## src/sfcso_pkg.sv

```systemverilog
/*
  Shared constants for the safety command and status object bank:
  object indices, field positions, reset values, timing counts, states.
  Assumes a single 40 MHz clock domain for every user of the package.
*/
package sfcso_pkg;

  // Clock and millisecond tick timing
  localparam int CLK_HZ      = 40_000_000;
  localparam int TICK_MS     = 1;
  localparam int TICK_CYCLES = CLK_HZ / 1000 * TICK_MS;
  localparam int TMR_W       = 17;

  // Object dictionary indices
  localparam logic [15:0] IDX_CMD_ECHO   = 16'h6620;
  localparam logic [15:0] IDX_STATUS     = 16'h6621;
  localparam logic [15:0] IDX_RESTART    = 16'h6630;
  localparam logic [15:0] IDX_FAULT      = 16'h6632;
  localparam logic [15:0] IDX_TORQUE_OFF = 16'h6640;
  localparam logic [15:0] IDX_OFF_MODE   = 16'h6641;
  localparam logic [15:0] IDX_STOP_ONE   = 16'h6650;
  localparam logic [15:0] IDX_OFF_DELAY  = 16'h6651;
  localparam logic [15:0] IDX_ZERO_SPEED = 16'h6653;
  localparam logic [15:0] IDX_ZERO_TIME  = 16'h6654;
  localparam logic [15:0] IDX_DECEL      = 16'h6656;
  localparam logic [15:0] IDX_RAMP_DELAY = 16'h6657;

  // Object subindices
  localparam logic [7:0] SUB_NONE = 8'h00;
  localparam logic [7:0] SUB_LOW  = 8'h01;
  localparam logic [7:0] SUB_HIGH = 8'h02;

  // Command word bit positions (high byte starts at 8)
  localparam int CMD_TORQUE_OFF = 0;
  localparam int CMD_STOP_ONE   = 1;
  localparam int CMD_FAULT_ACK  = 7;
  localparam int CMD_RESET      = 8;

  // Status word bit positions (high byte starts at 8)
  localparam int STS_TORQUE_OFF = 0;
  localparam int STS_WINDOW     = 1;
  localparam int STS_HALT       = 3;
  localparam int STS_FWD        = 5;
  localparam int STS_REV        = 6;
  localparam int STS_FAULT      = 7;
  localparam int STS_RESET      = 8;
  localparam int STS_BRAKE      = 9;
  localparam int STS_SPEED_LIM  = 10;
  localparam int STS_LINK       = 15;

  // Reset values
  localparam logic [15:0] RST_ECHO       = 16'h0000;
  localparam logic [15:0] RST_STATUS     = 16'h0000;
  localparam logic        RST_OFF_MODE   = 1'b0;
  localparam logic        RST_FAULT      = 1'b0;
  localparam logic [15:0] RST_OFF_DELAY  = 16'h03E8;
  localparam logic [31:0] RST_ZERO_SPEED = 32'h0000000A;
  localparam logic [15:0] RST_ZERO_TIME  = 16'h0000;
  localparam logic [31:0] RST_DECEL      = 32'h0000000F;
  localparam logic [15:0] RST_RAMP_DELAY = 16'h000A;

  // Zero-speed threshold range in rpm
  localparam logic [31:0] ZERO_SPEED_MIN = 32'h00000001;
  localparam logic [31:0] ZERO_SPEED_MAX = 32'h00001770;

  typedef enum logic [1:0] {
    ST_RUN,
    ST_STOP1,
    ST_OFF,
    ST_RESET
  } sfcso_state_type;

endpackage

```

## src/sfcso_tmr_if.sv

```systemverilog
/*
  Millisecond timer carrier between the object bank and its timers.
  Assumes tick and run come from logic on the same clock.
*/
`timescale 1ns/10ps
interface sfcso_tmr_if;
  import sfcso_pkg::*;

  logic             tick;
  logic             run;
  logic [TMR_W-1:0] elapsed;

  modport timer (input tick, input run, output elapsed);
  modport user  (output tick, output run, input elapsed);
endinterface

```

## src/sfcso_ms_tick.sv

```systemverilog
/*
  Divider giving a one-cycle pulse once per millisecond.
  Assumes one free-running clock; CYCLES is the tick period in cycles.
*/
`timescale 1ns/10ps
module sfcso_ms_tick #(
  parameter int CYCLES = sfcso_pkg::TICK_CYCLES
) (
  input  logic clk_i,
  input  logic resetn_i,
  output logic tick_o
);
  import sfcso_pkg::*;

  localparam int            CW   = (CYCLES > 1) ? $clog2(CYCLES) : 1;
  localparam logic [CW-1:0] LAST = CW'(CYCLES - 1);

  logic [CW-1:0] cnt;
  logic [CW-1:0] next_cnt;
  logic          next_tick;

  // Wrap counter, pulse on the last count
  always_comb begin
    next_tick = (cnt == LAST);
    next_cnt  = next_tick ? '0 : cnt + 1'b1;
  end

  always_ff @(posedge clk_i or negedge resetn_i) begin
    if (!resetn_i) begin
      cnt    <= '0;
      tick_o <= 1'b0;
    end else begin
      cnt    <= next_cnt;
      tick_o <= next_tick;
    end
  end
endmodule

```

## src/sfcso_ms_timer.sv

```systemverilog
/*
  Saturating millisecond elapsed-time counter.
  Assumes tick is a one-cycle pulse; run low restarts the count.
*/
`timescale 1ns/10ps
module sfcso_ms_timer (
  input logic         clk_i,
  input logic         resetn_i,
  sfcso_tmr_if.timer  tmr
);
  import sfcso_pkg::*;

  localparam logic [TMR_W-1:0] MAX = '1;

  logic [TMR_W-1:0] elapsed;
  logic [TMR_W-1:0] next_elapsed;

  // Restart when idle, count ticks while running
  always_comb begin
    next_elapsed = elapsed;
    if (!tmr.run) begin
      next_elapsed = '0; // [RQ17]
    end else if (tmr.tick && elapsed != MAX) begin
      next_elapsed = elapsed + 1'b1; // [RQ17]
    end
  end

  always_ff @(posedge clk_i or negedge resetn_i) begin
    if (!resetn_i) begin
      elapsed <= '0;
    end else begin
      elapsed <= next_elapsed;
    end
  end

  assign tmr.elapsed = elapsed;
endmodule

```

## src/sfcso_safety_objects.sv

```systemverilog
/*
  Safety command and status object bank with the torque-off and
  stop-one sequencing it reports on.
  Assumes cyclic command data, motion feedback and service accesses all
  come from logic on clk_i; service access takes one request per cycle.
*/
// Summary of operation
// RQ1: Low echo byte mirrors low command bits
// RQ2: High echo byte mirrors reset, brake, speed bits
// RQ3: Echo bytes track latest command, reset zero
// RQ4: Low status: off, window, halt, motion, fault
// RQ5: High status: reset, brake, speed, link fault
// RQ6: Reset request one; reset state reported one
// RQ7: Fault flag one while faulty, default zero
// RQ8: Torque-off requested by zero, reported by one
// RQ9: Reset mode selects restart acknowledge need
// RQ10: Stop-one requested by zero, reported by one
// RQ11: Delay expiry in stop-one enters torque-off
// RQ12: Zero-speed threshold ends stop-one early
// RQ13: Below-threshold dwell must exceed set time
// RQ14: Ramp check against minimum deceleration limit
// RQ15: Stop-one settings apply only when stopped
// RQ16: Ramp check starts after delay, ramp variant
// RQ17: Millisecond timers restart when condition drops
`timescale 1ns/10ps
module sfcso_safety_objects #(
  parameter int TICK_CYCLES = sfcso_pkg::TICK_CYCLES
) (
  input  logic        clk_i,
  input  logic        resetn_i,
  input  logic        pd_valid_i,
  input  logic [15:0] pd_cmd_i,
  input  logic [15:0] motor_speed_i,
  input  logic [31:0] motor_decel_i,
  input  logic        motor_stopped_i,
  input  logic        ramp_variant_i,
  input  logic        window_out_i,
  input  logic        halt_state_i,
  input  logic        fwd_motion_i,
  input  logic        rev_motion_i,
  input  logic        brake_state_i,
  input  logic [3:0]  speed_lim_state_i,
  input  logic        link_abnormal_i,
  input  logic        ext_fault_i,
  input  logic        sdo_req_i,
  input  logic        sdo_wr_i,
  input  logic [15:0] sdo_index_i,
  input  logic [7:0]  sdo_sub_i,
  input  logic [31:0] sdo_wdata_i,
  output logic        sdo_ack_o,
  output logic        sdo_err_o,
  output logic [31:0] sdo_rdata_o,
  output logic [15:0] cmd_echo_o,
  output logic [15:0] pd_status_o,
  output logic        torque_off_o,
  output logic        stop_one_o,
  output logic        reset_state_o,
  output logic        fault_o
);
  import sfcso_pkg::*;

  // Object address match
  function automatic logic sdo_hit(input logic [15:0] idx,
                                   input logic [7:0]  sub);
    return (sdo_index_i == idx) && (sdo_sub_i == sub);
  endfunction

  sfcso_state_type state;
  sfcso_state_type next_state;
  logic [15:0]     cmd_echo;
  logic [15:0]     next_cmd_echo;
  logic [15:0]     status;
  logic [15:0]     next_status;
  logic            fault;
  logic            next_fault;
  logic            off_mode;
  logic            next_off_mode;
  logic [15:0]     w_delay;
  logic [15:0]     next_w_delay;
  logic [31:0]     w_zero_speed;
  logic [31:0]     next_w_zero_speed;
  logic [15:0]     w_zero_time;
  logic [15:0]     next_w_zero_time;
  logic [31:0]     w_decel;
  logic [31:0]     next_w_decel;
  logic [15:0]     w_ramp_delay;
  logic [15:0]     next_w_ramp_delay;
  logic [15:0]     act_delay;
  logic [15:0]     next_act_delay;
  logic [31:0]     act_zero_speed;
  logic [31:0]     next_act_zero_speed;
  logic [15:0]     act_zero_time;
  logic [15:0]     next_act_zero_time;
  logic [31:0]     act_decel;
  logic [31:0]     next_act_decel;
  logic [15:0]     act_ramp_delay;
  logic [15:0]     next_act_ramp_delay;
  logic            next_sdo_ack;
  logic            next_sdo_err;
  logic [31:0]     next_sdo_rdata;
  logic            tick;
  logic [15:0]     speed_mag;
  logic            below_zero;
  logic            delay_done;
  logic            dwell_done;
  logic            ramp_check;
  logic            ramp_violation;
  logic            off_req;
  logic            stop_req;
  logic            reset_req;
  logic            ack_req;

  sfcso_tmr_if tmr [3] ();

  // Millisecond tick shared by all timers
  sfcso_ms_tick #(
    .CYCLES (TICK_CYCLES)
  ) u_tick (
    .clk_i    (clk_i),
    .resetn_i (resetn_i),
    .tick_o   (tick)
  );

  // Stop delay, zero-speed dwell and ramp start timers
  for (genvar g = 0; g < 3; g++) begin : g_tmr
    assign tmr[g].tick = tick;
    sfcso_ms_timer u_timer (
      .clk_i    (clk_i),
      .resetn_i (resetn_i),
      .tmr      (tmr[g])
    );
  end

  // Requests are read from the mirrored command word
  assign off_req   = ~cmd_echo[CMD_TORQUE_OFF]; // [RQ8]
  assign stop_req  = ~cmd_echo[CMD_STOP_ONE]; // [RQ10]
  assign reset_req = cmd_echo[CMD_RESET]; // [RQ6]
  assign ack_req   = cmd_echo[CMD_FAULT_ACK];

  // Speed magnitude and stop-one supervision terms
  assign speed_mag  = motor_speed_i[15] ? 16'(-motor_speed_i)
                                        : motor_speed_i;
  assign below_zero = {16'h0000, speed_mag} < act_zero_speed; // [RQ12]
  assign tmr[0].run = (state == ST_STOP1);
  assign tmr[1].run = (state == ST_STOP1) && below_zero; // [RQ13]
  assign tmr[2].run = (state == ST_STOP1) && ramp_variant_i; // [RQ16]
  assign delay_done = tmr[0].elapsed > TMR_W'(act_delay); // [RQ11]
  assign dwell_done = tmr[1].elapsed > TMR_W'(act_zero_time); // [RQ13]
  assign ramp_check = tmr[2].run && !below_zero &&
                      tmr[2].elapsed >= TMR_W'(act_ramp_delay); // [RQ16]
  assign ramp_violation = ramp_check &&
                          (motor_decel_i < act_decel); // [RQ14]

  // Safety state sequencing
  always_comb begin
    next_state = state;
    case (state)
      ST_RUN: begin
        if (fault || off_req) begin
          next_state = ST_OFF; // [RQ8]
        end else if (stop_req) begin
          next_state = ST_STOP1; // [RQ10]
        end
      end
      ST_STOP1: begin
        if (fault || off_req || delay_done || dwell_done) begin
          next_state = ST_OFF; // [RQ11] [RQ12]
        end
      end
      ST_OFF: begin
        if (!fault && !off_req && !stop_req) begin
          if (!off_mode) begin
            next_state = ST_RUN; // [RQ9]
          end else if (reset_req) begin
            next_state = ST_RESET; // [RQ9]
          end
        end
      end
      ST_RESET: begin
        if (fault || off_req || stop_req) begin
          next_state = ST_OFF;
        end else if (!reset_req) begin
          next_state = ST_RUN; // [RQ6]
        end
      end
      default: begin
        next_state = ST_OFF;
      end
    endcase
  end

  // Command mirror, fault flag and status word
  always_comb begin
    next_cmd_echo = cmd_echo;
    if (pd_valid_i) begin
      next_cmd_echo = pd_cmd_i; // [RQ1] [RQ2] [RQ3]
    end
    next_fault = fault;
    if (ack_req) begin
      next_fault = 1'b0;
    end
    if (ramp_violation || ext_fault_i) begin
      next_fault = 1'b1; // [RQ7] [RQ14]
    end
    next_status = RST_STATUS;
    next_status[STS_TORQUE_OFF] = (state == ST_OFF); // [RQ4]
    next_status[STS_WINDOW]     = window_out_i; // [RQ4]
    next_status[STS_HALT]       = halt_state_i; // [RQ4]
    next_status[STS_FWD]        = fwd_motion_i; // [RQ4]
    next_status[STS_REV]        = rev_motion_i; // [RQ4]
    next_status[STS_FAULT]      = fault; // [RQ4]
    next_status[STS_RESET]      = (state == ST_RESET); // [RQ5] [RQ6]
    next_status[STS_BRAKE]      = brake_state_i; // [RQ5]
    next_status[STS_SPEED_LIM +: 4] = speed_lim_state_i; // [RQ5]
    next_status[STS_LINK]       = link_abnormal_i; // [RQ5]
  end

  // Service access and settings, active copies load at standstill
  always_comb begin
    next_off_mode     = off_mode;
    next_w_delay      = w_delay;
    next_w_zero_speed = w_zero_speed;
    next_w_zero_time  = w_zero_time;
    next_w_decel      = w_decel;
    next_w_ramp_delay = w_ramp_delay;
    next_sdo_ack      = sdo_req_i;
    next_sdo_err      = 1'b0;
    next_sdo_rdata    = 32'h00000000;
    if (sdo_req_i) begin
      if (sdo_hit(IDX_CMD_ECHO, SUB_LOW)) begin
        next_sdo_rdata = {24'h000000, cmd_echo[7:0]};
        next_sdo_err   = sdo_wr_i;
      end else if (sdo_hit(IDX_CMD_ECHO, SUB_HIGH)) begin
        next_sdo_rdata = {24'h000000, cmd_echo[15:8]};
        next_sdo_err   = sdo_wr_i;
      end else if (sdo_hit(IDX_STATUS, SUB_LOW)) begin
        next_sdo_rdata = {24'h000000, status[7:0]};
        next_sdo_err   = sdo_wr_i;
      end else if (sdo_hit(IDX_STATUS, SUB_HIGH)) begin
        next_sdo_rdata = {24'h000000, status[15:8]};
        next_sdo_err   = sdo_wr_i;
      end else if (sdo_hit(IDX_RESTART, SUB_NONE)) begin
        next_sdo_rdata = {31'h0, state == ST_RESET};
      end else if (sdo_hit(IDX_FAULT, SUB_NONE)) begin
        next_sdo_rdata = {31'h0, fault};
        next_sdo_err   = sdo_wr_i;
      end else if (sdo_hit(IDX_TORQUE_OFF, SUB_NONE)) begin
        next_sdo_rdata = {31'h0, state == ST_OFF};
      end else if (sdo_hit(IDX_STOP_ONE, SUB_LOW)) begin
        next_sdo_rdata = {31'h0, state == ST_STOP1};
      end else if (sdo_hit(IDX_OFF_MODE, SUB_NONE)) begin
        next_sdo_rdata = {31'h0, off_mode};
        if (sdo_wr_i) begin
          next_off_mode = sdo_wdata_i[0]; // [RQ9]
        end
      end else if (sdo_hit(IDX_OFF_DELAY, SUB_LOW)) begin
        next_sdo_rdata = {16'h0000, w_delay};
        if (sdo_wr_i) begin
          next_w_delay = sdo_wdata_i[15:0];
        end
      end else if (sdo_hit(IDX_ZERO_SPEED, SUB_LOW)) begin
        next_sdo_rdata = w_zero_speed;
        if (sdo_wr_i) begin
          if (sdo_wdata_i >= ZERO_SPEED_MIN &&
              sdo_wdata_i <= ZERO_SPEED_MAX) begin
            next_w_zero_speed = sdo_wdata_i; // [RQ12]
          end else begin
            next_sdo_err = 1'b1;
          end
        end
      end else if (sdo_hit(IDX_ZERO_TIME, SUB_LOW)) begin
        next_sdo_rdata = {16'h0000, w_zero_time};
        if (sdo_wr_i) begin
          next_w_zero_time = sdo_wdata_i[15:0];
        end
      end else if (sdo_hit(IDX_DECEL, SUB_LOW)) begin
        next_sdo_rdata = w_decel;
        if (sdo_wr_i) begin
          next_w_decel = sdo_wdata_i;
        end
      end else if (sdo_hit(IDX_RAMP_DELAY, SUB_LOW)) begin
        next_sdo_rdata = {16'h0000, w_ramp_delay};
        if (sdo_wr_i) begin
          next_w_ramp_delay = sdo_wdata_i[15:0];
        end
      end else begin
        next_sdo_err = 1'b1;
      end
    end
    next_act_delay      = act_delay;
    next_act_zero_speed = act_zero_speed;
    next_act_zero_time  = act_zero_time;
    next_act_decel      = act_decel;
    next_act_ramp_delay = act_ramp_delay;
    if (motor_stopped_i) begin
      next_act_delay      = w_delay; // [RQ15]
      next_act_zero_speed = w_zero_speed; // [RQ15]
      next_act_zero_time  = w_zero_time; // [RQ15]
      next_act_decel      = w_decel; // [RQ15]
      next_act_ramp_delay = w_ramp_delay; // [RQ15]
    end
  end

  always_ff @(posedge clk_i or negedge resetn_i) begin
    if (!resetn_i) begin
      state          <= ST_OFF;
      cmd_echo       <= RST_ECHO;
      status         <= RST_STATUS;
      fault          <= RST_FAULT;
      off_mode       <= RST_OFF_MODE;
      w_delay        <= RST_OFF_DELAY;
      w_zero_speed   <= RST_ZERO_SPEED;
      w_zero_time    <= RST_ZERO_TIME;
      w_decel        <= RST_DECEL;
      w_ramp_delay   <= RST_RAMP_DELAY;
      act_delay      <= RST_OFF_DELAY;
      act_zero_speed <= RST_ZERO_SPEED;
      act_zero_time  <= RST_ZERO_TIME;
      act_decel      <= RST_DECEL;
      act_ramp_delay <= RST_RAMP_DELAY;
      sdo_ack_o      <= 1'b0;
      sdo_err_o      <= 1'b0;
      sdo_rdata_o    <= 32'h00000000;
    end else begin
      state          <= next_state;
      cmd_echo       <= next_cmd_echo;
      status         <= next_status;
      fault          <= next_fault;
      off_mode       <= next_off_mode;
      w_delay        <= next_w_delay;
      w_zero_speed   <= next_w_zero_speed;
      w_zero_time    <= next_w_zero_time;
      w_decel        <= next_w_decel;
      w_ramp_delay   <= next_w_ramp_delay;
      act_delay      <= next_act_delay;
      act_zero_speed <= next_act_zero_speed;
      act_zero_time  <= next_act_zero_time;
      act_decel      <= next_act_decel;
      act_ramp_delay <= next_act_ramp_delay;
      sdo_ack_o      <= next_sdo_ack;
      sdo_err_o      <= next_sdo_err;
      sdo_rdata_o    <= next_sdo_rdata;
    end
  end

  // State flags straight from the state register, fault flag from the fault register
  assign cmd_echo_o    = cmd_echo;
  assign pd_status_o   = status;
  assign torque_off_o  = (state == ST_OFF); // [RQ8]
  assign stop_one_o    = (state == ST_STOP1); // [RQ10]
  assign reset_state_o = (state == ST_RESET); // [RQ6]
  assign fault_o       = fault; // [RQ7]
endmodule

```

## config.mk

```make
export PLATFORM = sky130hd
export DESIGN_NAME = sfcso_safety_objects
export DESIGN_NICKNAME = d
export VERILOG_FILES = /design/src/sfcso_pkg.sv /design/src/sfcso_tmr_if.sv /design/src/sfcso_ms_tick.sv /design/src/sfcso_ms_timer.sv /design/src/sfcso_safety_objects.sv
export SDC_FILE = /design/constraint.sdc
export NUM_CORES = 1
export LEC_CHECK = 0
export BUFFER_PORTS_ARGS = -buffer_cell sky130_fd_sc_hd__buf_2
export CAP_MARGIN = 20
export CORE_MARGIN = 4
export CORE_UTILIZATION = 63
export CTS_CLUSTER_SIZE = 24
export DETAILED_ROUTE_END_ITERATION = 6
export GPL_TIMING_DRIVEN = 0
export PLACE_DENSITY = 0.9
export SYNTH_ARGS = -nofsm -noshare
export SYNTH_HDL_FRONTEND = slang
export SYNTH_SLANG_ARGS = --single-unit
export TNS_END_PERCENT = 10
```

## constraint.sdc

```tcl
create_clock -name clk_i -period 4.04 [get_ports clk_i]
set_input_delay 0.404 -clock clk_i [delete_from_list [all_inputs] [get_ports clk_i]]
set_output_delay 0.404 -clock clk_i [all_outputs]
set_load 0.005 [all_outputs]
```

==> key figures, run 1 <==
Power and ir drop
  – Power density over cell area: 370.3 nW/µm²
  – LEAKAGE: 0.009610 µW
  – Max VDD drop: 352.0 µV

STA
  – Endpoints failing setup: 0
  – Worst Slack Setup Final: 0.3319 ns
  – Period minus WS final: 3.708 ns
  – Slew @ Worst Pin: 1.089 ns
  – Fin crit share: 91.78%
  – RSZ-0062 raised after global routing: no
  – Final Skew: 0.02028 ns
  – Final setup TNS: 0 ns
  – Slew Limit Fails: 0
  – Fmax: 0.2697 GHz
  – Final hold violations: 0
  – Slew Limit Headroom: 26.37%

Floorplan
  – Die Area: 31,050 µm²
  – Chip Width: 176.2 µm
  – Rows: 61
  – Initial Util: 63.99%
  – Die H: 176.2 µm
  – Core footprint: 27,860 µm²
  – I/O Pins: 208

Routing
  – Pre-Repair DR Iteration Count: 7
  – Met1 WL: 18,650 µm
  – WL met2: 23,880 µm
  – Post-DR wirelength/cell: 21.60 µm
  – Antenna Nets Post-Route: 0
  – DR WL met3: 4971 µm
  – Initial DRC count: 1,614
  – DR top layer: met5
  – Avg Vias per Cell: 6.290
  – Detailed-route via count: 14,640
  – Wirelength, routed: 50,270 µm
  – DR DRC count: 0

Logic synthesis
  – Post-synthesis instance total: 1,661
  – Largest cells by area after synthesis: dfrtp_1 46%, ha_1 7.2%, mux2_2 5.6%
  – Dominant cell type by area after synthesis: dfrtp_1
  – Post-synth EDFFs: 0
  – Seq cells post-synth: 359
  – Mapped Avg Cell Area: 10.73 µm²
  – Synth warn: 0
  – Distinct cell type count after synthesis: 75
  – Ys flop type: dfrtp_1
  – Yosys top cell area share: 46.32%
  – Async SR Flop Fraction: 100.0%
  – Mapped cell area: 17,830 µm²
  – Seq/Total Area, Yosys: 50.60%

Placement
  – Placed instance count: 2,244
  – DP Worst Slack: -0.3198 ns
  – Placer Congestion: 0.9435
  – Post-detail-place hpwl: 36,330 µm
  – PortBufs: 200
  – Placed inst area: 19,400 µm²

Clocking
  – CTS Buf Count: 38
  – H-Tree Depth: 2
  – Root Buffer: clkbuf_16
  – CTS max path bufs: 3
  – Worst skew pair latency: 0.55 ns
  – CTS tree: built
  – Setup bufs post-CTS: 0
  – Clock slew at reported path FFs: 0.07 ns
  – Clk sink count: 359

Finish
  – Ratio of cells with drive above 1 in the final layout: 23.78%
  – Nets: 2,157
  – Area Growth Syn to Fin: 16.59%
  – Post-layout util: 74.61%
  – Non-Filler Instances: 2,327
  – # fillers: 1,754
  – Final Instance Area: 20,780 µm²

Global routing
  – Initial antenna violation count: 3
  – Largest net degree at the start of global routing: 125
  – Total gr overflow: 0
  – Global Route Usage Sum: 32.29%
  – Vias in the first global route: 15,180
  – First-pass GRT wire length: 79,740 µm

Run
  – Max-Cap Viols: 0

Outcome
  – Outcome: finished, final reports clean

Worst setup path
  – CP Launch Type: primary input
  – Worst EP arrival: 4.13 ns
  – Crit end category: flip-flop
  – CP max FO: 10
  – Worst-path cell chain: buf_2 > inv_1 > ha_1 > nand2_1 > or3_1 > or3_1 > o21ai_0 > xnor2_1 > ha_1 > nand4_1 > nor3_1 > o21ai_0 > a211o_1 > a31oi_1 > nand2b_1 > clkbuf_1 > clkbuf_2 > nor2_1
  – Setup CP Type: in2reg
  – Crit-path max cell delay: 0.38 ns
  – Required time of the critical path: 4.46 ns
  – Slowest CP cell: or3_1

Worst hold path
  – Tightest Hold Check Type: in2reg
## routing by layer
metal | global-route usage [%] | up-vias
met3 | 7.559 | 219
met2 | 53.84 | 893
met1 | 40.10 | 7162
met4 | 15.27 | 2
met5 | 0 | -
li1 | - | 6361
## final cells by class
cell class	count	area [µm²]	share of cell area, %
Sequential cell	359	9020	43.40
Multi-Input combinational cell	1129	8041	38.69
Timing Repair Buffer	214	1204	5.791
Clock buffer	54	1061	5.105
Tap cell	378	473.0	2.275
Inverter	106	397.9	1.914
Buffer	69	376.6	1.812
Clock inverter	16	206.4	0.9933
Antenna cell	2	5.005	0.02408
## synthesized netlist by cell type, types with 8 or more instances
cell      instances
a211oi_1          8
a21oi_1          50
a222oi_1         11
a22oi_1          27
and2_1           11
and3_1           13
buf_1            10
buf_2            12
clkbuf_1         34
dfrtp_1         330
dfstp_2          29
ha_1            102
inv_1           106
mux2_2           89
mux2_4           41
nand2_1         173
nand2b_1         15
nand3_1          40
nand4_1          25
nor2_1          113
nor2b_1          31
nor3_1           21
nor4_1           22
o21ai_0         133
or3_1            10
xnor2_1          32
xor2_1           36
## cells in the final DEF, fill, tap and decap left out, drive strengths merged, types with 24 or more instances in the layout
cell    count
nand3      42
dfrtp     330
nand2     173
nor2b      31
clkbuf     88
xor2       36
a22oi      27
nor4       24
dfstp      29
a21oi      50
ha        102
mux2      131
o21ai     133
nand4      25
inv       108
nor2      114
xnor2      32
buf       238
nor3       24
## timing repair
item,CTS,global route
gates resized for setup,0,2
endpoints found under the setup margin,0,10
hold endpoints to repair,65,0
hold buffers,11,0
## flip-flops by register name, summed over array words and instances (netlist names), 2 cells and up
name	cells
act_zero_time	16
act_delay	16
u_tick.cnt	16
state	2
act_decel	32
w_delay	16
w_decel	32
act_ramp_delay	16
g_tmr.u_timer.tmr.elapsed	51
w_ramp_delay	16
w_zero_time	16
act_zero_speed	32
w_zero_speed	32
pd_status_o	13
cmd_echo_o	16
sdo_rdata_o	32
## worst max-delay path: cells and delay by family
family,cells,cell delay [ns]
fa+ha+maj,2,0.46
buf+inv,4,0.79
xor+xnor,1,0.14
simple gates,7,1.39
compound gates,4,0.93
## kinds of logic after synthesis
| family | synth area share (%) |
|---|---|
| DFF | 50.60 |
| adders and majority gates | 7.159 |
| other | 0.02104 |
| buffers and inverters | 4.337 |
| muxes | 9.531 |
| xor gates and xnor gates | 3.341 |
| AOI/OAI and AO/OA | 10.79 |
| and+or+nand+nor | 14.23 |
## where the power goes
group          internal (µW)  switching (µW)
Combinational            178             300
Sequential              3620            28.8
Clock                   2100            1460
## per-stage QoR
stage	hold slack (ns)	power, µW
CTS	0.09080	7703
floorplan	0.1084	3891
global route	0.09266	7918
finish	0.09868	7697
detailed placement	0.3406	4175
global placement	0.4693	4142
## worst paths after layout
path                             startpoint                               to  slack (ns)  cells after the start
hold reg to reg               u_tick.cnt[0]                    u_tick.cnt[0]        0.49                      1
hold / removal                 pd_cmd_i[12]                   cmd_echo_o[12]         0.1                      2
max in group asynchronous          resetn_i                  pd_status_o[12]        1.82                      5
min in group asynchronous          resetn_i                  sdo_rdata_o[27]        0.36                      2
setup reg to reg                   state[0]                          fault_o        0.63                      8
setup / recovery           motor_speed_i[0]  g_tmr[1].u_timer.tmr.elapsed[7]        0.33                     18
(Power assumes the default switching activity.)
==> inputs of run 2 (changes only) <==
Settings changed: GPL_TIMING_DRIVEN 0 to unset.
==> run 2 against run 1 <==
The flow now finishes with violations (DRC). Via count shrank 3.8%. Power decreased by 3.0%. Critical path type unchanged. Critical endpoint is now g_tmr[1].u_timer.tmr.elapsed[16]. Cell area is 1.2% lower. Highest routed layer unchanged. Clock power decreased by 6.2%. Critical path depth decreased by 2. Count of clock-buffer cells in the layout grew 4. Sequential power about the same.
==> key figures, run 2 (synthesis gave the netlist of run 1 again) <==
Worst setup path
  – Slowest CP cell: a31oi_1
  – Worst EP arrival: 3.62 ns
  – CP max FO: 17
  – Required time of the critical path: 4.45 ns
  – Worst-path cell chain: buf_2 > nor3_1 > nand2_1 > or3_1 > or2_2 > o31ai_1 > xnor2_1 > ha_1 > nand4_1 > nor3_1 > o21ai_0 > a211o_1 > a31oi_1 > nand2b_1 > buf_4 > nor2_1
  – Crit-path max cell delay: 0.34 ns
  – Most frequent CP cell: nor3_1
  – Worst Path Buf+Inv: 2
  – Crit end category: flip-flop
  – CP Launch Type: primary input
  – CP delay by family, top: simple AND/OR/NAND/NOR gates
  – Setup CP Type: in2reg

Placement
  – Placed instance count: 2,205
  – Placer Congestion: 0.9458
  – Placed inst area: 19,230 µm²
  – Post-detail-place hpwl: 33,320 µm
  – PortBufs: 204

Floorplan
  – Core footprint: 27,860 µm²
  – Initial Util: 63.99%
  – Die Area: 31,050 µm²
  – Rows: 61
  – Chip Width: 176.2 µm
  – I/O Pins: 208
  – Die H: 176.2 µm

Global routing
  – Initial antenna violation count: 2
  – Global Route Usage Sum: 30.89%
  – First-pass GRT wire length: 76,800 µm
  – Vias in the first global route: 14,700
  – Largest net degree at the start of global routing: 125
  – Total gr overflow: 0

Clocking
  – CTS tree: built
  – Clock slew at reported path FFs: 0.06 ns
  – Worst skew pair latency: 0.54 ns
  – CTS Buf Count: 37
  – Root Buffer: clkbuf_16
  – CTS max path bufs: 3
  – H-Tree Depth: 2
  – Clk sink count: 359

Finish
  – Final Instance Area: 20,540 µm²
  – Area Growth Syn to Fin: 15.21%
  – Biggest register: g_tmr.u_timer.tmr.elapsed
  – Ratio of cells with drive above 1 in the final layout: 24.41%
  – Commonest non-fill, non-tap cells in the layout: 330 x dfrtp_1, 202 x buf_2, 173 x nand2_1, 133 x o21ai_0, 113 x nor2_1
  – ANT cells: 0
  – Nets: 2,117
  – Number of flip-flops in the largest register: 51
  – Commonest non-fill, non-tap cell in the layout: dfrtp_1
  – Post-layout util: 73.73%
  – Non-Filler Instances: 2,283

STA
  – Slew Limit Headroom: 34.91%
  – Fin crit share: 79.57%
  – Endpoints failing setup: 0
  – RSZ-0062 raised after global routing: no
  – Fmax: 0.3111 GHz
  – Period minus WS final: 3.215 ns
  – Final hold violations: 0
  – Final Skew: 0.03187 ns
  – Slew @ Worst Pin: 0.9764 ns
  – Slew Limit Fails: 0
  – Final setup TNS: 0 ns

Routing
  – Pre-Repair DR Iteration Count: 7
  – Initial DRC count: 1,372
  – Avg Vias per Cell: 6.169
  – Antenna Nets Post-Route: 0
  – Detailed-route via count: 14,080
  – DR DRC count: 7
  – Post-DR wirelength/cell: 20.96 µm
  – Wirelength, routed: 47,860 µm

Power and ir drop
  – LEAKAGE: 0.009520 µW
  – Power density over cell area: 363.4 nW/µm²
  – Max VDD drop: 364.1 µV
  – Total power: 7463 µW

Outcome
  – Failing checks: DRC
  – Outcome: complete, but fails checks

Worst hold path
  – Tightest Hold Check Type: in2reg

Run
  – Max-Cap Viols: 0
## run 2: cell types whose count changed in the layout (fill, tap and decap cells not counted), moves of 4 or more
cell	delta
buf_1	-10
buf_2	-9
buf_4	+21
buf_6	-4
clkbuf_1	-32
clkbuf_8	+4
## run 2: cell type report
type                    count  area, µm²
clock buffers              58       1095
clock inverters             9      100.1
fillers                  1783       7320
inverters                 106      397.9
multi-input cells        1129       8054
flip-flops and latches    359       9020
well taps                 378      473.0
repair buffers            244       1399
## run 2: power by group
part           switching, µW  internal [µW]
registers               29.2           3620
clock network           1410           1940
logic                    283            173
total                   1730           5740
## run 2: worst reg2reg max path: cells and delay by family (launching register included)
kind / cells / cell delay, ns
adders and majority gates: 1 / 0.19
and+or+nand+nor: 9 / 2.11
DFF: 1 / 0.45
xor gates and xnor gates: 1 / 0.16
## run 2: worst paths after layout
path | cells after the start | end | start | slack (ns)
hold / removal | 2 | w_decel[29] | sdo_wdata_i[29] | 0.11
max in group asynchronous | 3 | w_delay[7] | resetn_i | 2.47
min in group asynchronous | 2 | act_decel[24] | resetn_i | 0.54
setup reg to reg | 11 | g_tmr[1].u_timer.tmr.elapsed[12] | g_tmr[1].u_timer.tmr.elapsed[4] | 0.99
hold reg to reg | 1 | u_tick.cnt[0] | u_tick.cnt[0] | 0.49
setup / recovery | 16 | g_tmr[1].u_timer.tmr.elapsed[16] | motor_speed_i[1] | 0.83
## run 2: per-layer routing
metal | vias to the layer above | track usage, % | part of all wire, %
met4 | 4 | 14.42 | 5.2
met5 | - | 0 | 0.044
met3 | 175 | 5.803 | 8.6
met2 | 757 | 50.76 | 47
li1 | 6283 | - | -
met1 | 6864 | 40.10 | 39
## run 2: timing repair
item / CTS / global route
resized for setup: 0 / 0
buffers inserted: 0 / 0
endpoints found under the hold margin: 22 / 0
hold buffers: 11 / 0
## run 2: metrics by stage
| stage | hold slack [ns] | worst slack [ns] |
|---|---|---|
| floorplan | 0.1084 | 0.5767 |
| detailed placement | 0.4768 | 0.3118 |
| CTS | 0.1062 | 0.8443 |
| global placement | 0.4699 | 0.4470 |
| global route | 0.1124 | 0.5867 |
| finish | 0.1120 | 0.8253 |
==> inputs of run 3 (changes only) <==
Settings changed: CORE_UTILIZATION 63 to 53, PLACE_DENSITY 0.9 to 0.81.
Clock period 4.04 ns to 2.76 ns, I/O delays scaled along.
==> run 3 against run 2 <==
The run still ends with DRC left. Register-to-register slack worse by 0.89 ns. Combinational power is 67% higher. Sequential power grew 47%. Via count grew 0.55%. Cell count grew 6.3%. Clock power up 59%. Die area rose by 18%. Sequential share of layout area down 2.3 points. Routed wire length up 2.8%. Critical path depth is 5 lower. Largest power group unchanged. Highest routed layer unchanged.
==> key figures, run 3 (synthesis gave the netlist of run 1 again) <==
Worst setup path
  – CP Capture Point: w_zero_speed[23]
  – CP startpoint: sdo_wdata_i[26]
  – Worst Reg-to-Reg Cells: 8
  – Worst EP arrival: 3.09 ns
  – Setup CP Type: in2reg
  – Worst reg2reg endpoint: fault_o
  – CP delay by family, top: buffers and inverters
  – Worst-path cell chain: dlygate4sd3_1 > buf_2 > nor4_2 > buf_4 > nand4_1 > a211o_1 > a311o_1 > nor3_4 > buf_12 > buf_4 > nor2b_1
  – CP Launch Type: primary input
  – Most frequent CP cell: buf_4
  – CP max FO: 17
  – Required time of the critical path: 3.16 ns
  – Crit end category: flip-flop
  – Worst Path Buf+Inv: 5
  – Slowest CP cell: dlygate4sd3_1
  – Crit Reg-Reg Startpoint: g_tmr[2].u_timer.tmr.elapsed[2]
  – CP Depth: 11
  – R2r setup slk: 0.10 ns
  – Crit-path max cell delay: 0.55 ns

Routing
  – Pre-Repair DR Iteration Count: 7
  – Post-DR wirelength/cell: 20.28 µm
  – Wirelength, routed: 49,210 µm
  – DR DRC count: 2
  – Antenna Nets Post-Route: 0
  – Initial DRC count: 1,217
  – Detailed-route via count: 14,160
  – Avg Vias per Cell: 5.835

Finish
  – Area Growth Syn to Fin: 21.72%
  – Number of flip-flops in the largest register: 51
  – Commonest non-fill, non-tap cell in the layout: dfrtp_1
  – # fillers: 2,436
  – Commonest non-fill, non-tap cells in the layout: 330 x dfrtp_1, 199 x buf_2, 172 x nand2_1, 129 x o21ai_0, 110 x nor2_1
  – Biggest register: g_tmr.u_timer.tmr.elapsed
  – Ratio of cells with drive above 1 in the final layout: 27.62%
  – Nets: 2,195
  – Non-Filler Instances: 2,427

Power and ir drop
  – Power density over cell area: 526.9 nW/µm²
  – LEAKAGE: 0.01005 µW
  – Max VDD drop: 437.1 µV
  – Total power: 11,430 µW

Global routing
  – Gr busiest metal: met2
  – GR met2 Demand/Resource: 44.41%
  – Initial antenna violation count: 7
  – Met3 Use GR: 6.501%
  – Global Route Usage Sum: 26.55%
  – First-pass GRT wire length: 77,070 µm
  – Total gr overflow: 0
  – Largest net degree at the start of global routing: 89
  – Vias in the first global route: 14,540
  – GR Util met1: 33.92%

Floorplan
  – Rows: 66
  – Initial Util: 54.24%
  – Die H: 191.4 µm
  – Core footprint: 32,870 µm²
  – I/O Pins: 208
  – Die Area: 36,630 µm²
  – Chip Width: 191.4 µm

Clocking
  – Worst skew pair latency: 0.53 ns
  – H-Tree Depth: 2
  – Clock slew at reported path FFs: 0.06 ns
  – CTS max path bufs: 3
  – Root Buffer: clkbuf_16
  – CTS tree: built
  – CTS Buf Count: 38
  – Clk sink count: 359

STA
  – Slew Limit Headroom: 48.51%
  – Final hold violations: 0
  – Slew Limit Fails: 0
  – Fmax: 0.3713 GHz
  – Fin crit share: 97.59%
  – Endpoints failing setup: 0
  – Final Skew: 0.02055 ns
  – Slew @ Worst Pin: 0.7529 ns
  – RSZ-0062 raised after global routing: yes
  – Period minus WS final: 2.693 ns

Outcome
  – Failing checks: DRC
  – Outcome: complete, but fails checks

Placement
  – PortBufs: 204
  – Post-detail-place hpwl: 35,380 µm
  – Placed instance count: 2,316
  – Placer Congestion: 0.9286

Run
  – Max-Cap Viols: 0

Worst hold path
  – Tightest Hold Check Type: in2reg
## run 3: cell count changes in the layout (fill, tap and decap cells not counted), moves of 4 or more
cell,delta
o21ai_0,-4
clkbuf_1,-7
dlygate4sd3_1,+25
buf_12,+8
buf_4,+42
clkbuf_16,+4
## run 3: worst min-delay path by stage
stage                                from  cells after the start  slack [ns]        endpoint
after detailed placement         resetn_i                      1        0.34  pd_status_o[9]
after floorplan                  resetn_i                      0       -0.02   act_decel[10]
final                     sdo_wdata_i[21]                      2        0.02     w_decel[21]
after global placement           resetn_i                      1        0.33  pd_status_o[9]
after global routing      sdo_wdata_i[23]                      2        0.01     w_decel[23]
after CTS                 sdo_wdata_i[18]                      2     0.00003     w_decel[18]
## run 3: final cells by class
type                    count  area [µm²]  area share (%)
repair buffers            321        2193           10.11
inverters                 106       402.9           1.857
diodes                      1       2.502         0.01153
well taps                 442       553.0           2.549
clock buffers              56        1160           5.345
clock inverters            13       165.2          0.7612
multi-input cells        1129        8202           37.80
flip-flops and latches    359        9020           41.57
## run 3: through the flow
stage / cell area [µm²] / utilization [%] / setup slack [ns] / hold WS [ns] / TNS [ns]
2_1_floorplan: 17900 / - / -0.1647 / -0.01959 / -1.794
3_3_place_gp: 19820 / 60.29 / -0.4757 / 0.3283 / -8.287
3_5_place_dp: 19820 / 60.29 / -0.5119 / 0.3367 / -8.809
4_1_cts: 21490 / 65.39 / 0.001615 / 0.00003320 / 0
5_1_grt: 21700 / 66.01 / -0.04893 / 0.01076 / -0.5255
6_report: 21700 / 66.02 / 0.06653 / 0.01568 / 0
## run 3: where the power goes
group	internal, µW	switching [µW]	total [µW]
combinational	316	444	760
clock	3210	2110	5320
sequential	5310	47.4	5350
total	8830	2600	11400
## run 3: worst register-to-register path, stage by stage, from the launching register on
cell	delay, ns
dfrtp_1	0.48
ha_1	0.34
a21oi_1	0.12
o21ai_0	0.09
nand3_1	0.09
a21oi_1	0.07
a2111oi_0	0.66
o21ai_0	0.32
a311o_1	0.38
## run 3: what timing repair did
action,in CTS,in global routing
endpoints found under the hold margin,108,1
setup endpoints to repair,0,48
buffers inserted,0,3
hold buffers,35,1
resized for setup,0,28
## run 3: layer usage
metal,part of all wire (%),up-vias
met5,0.065,-
met4,3.9,6
met3,9.1,133
met2,48,640
met1,39,6967
li1,-,6415
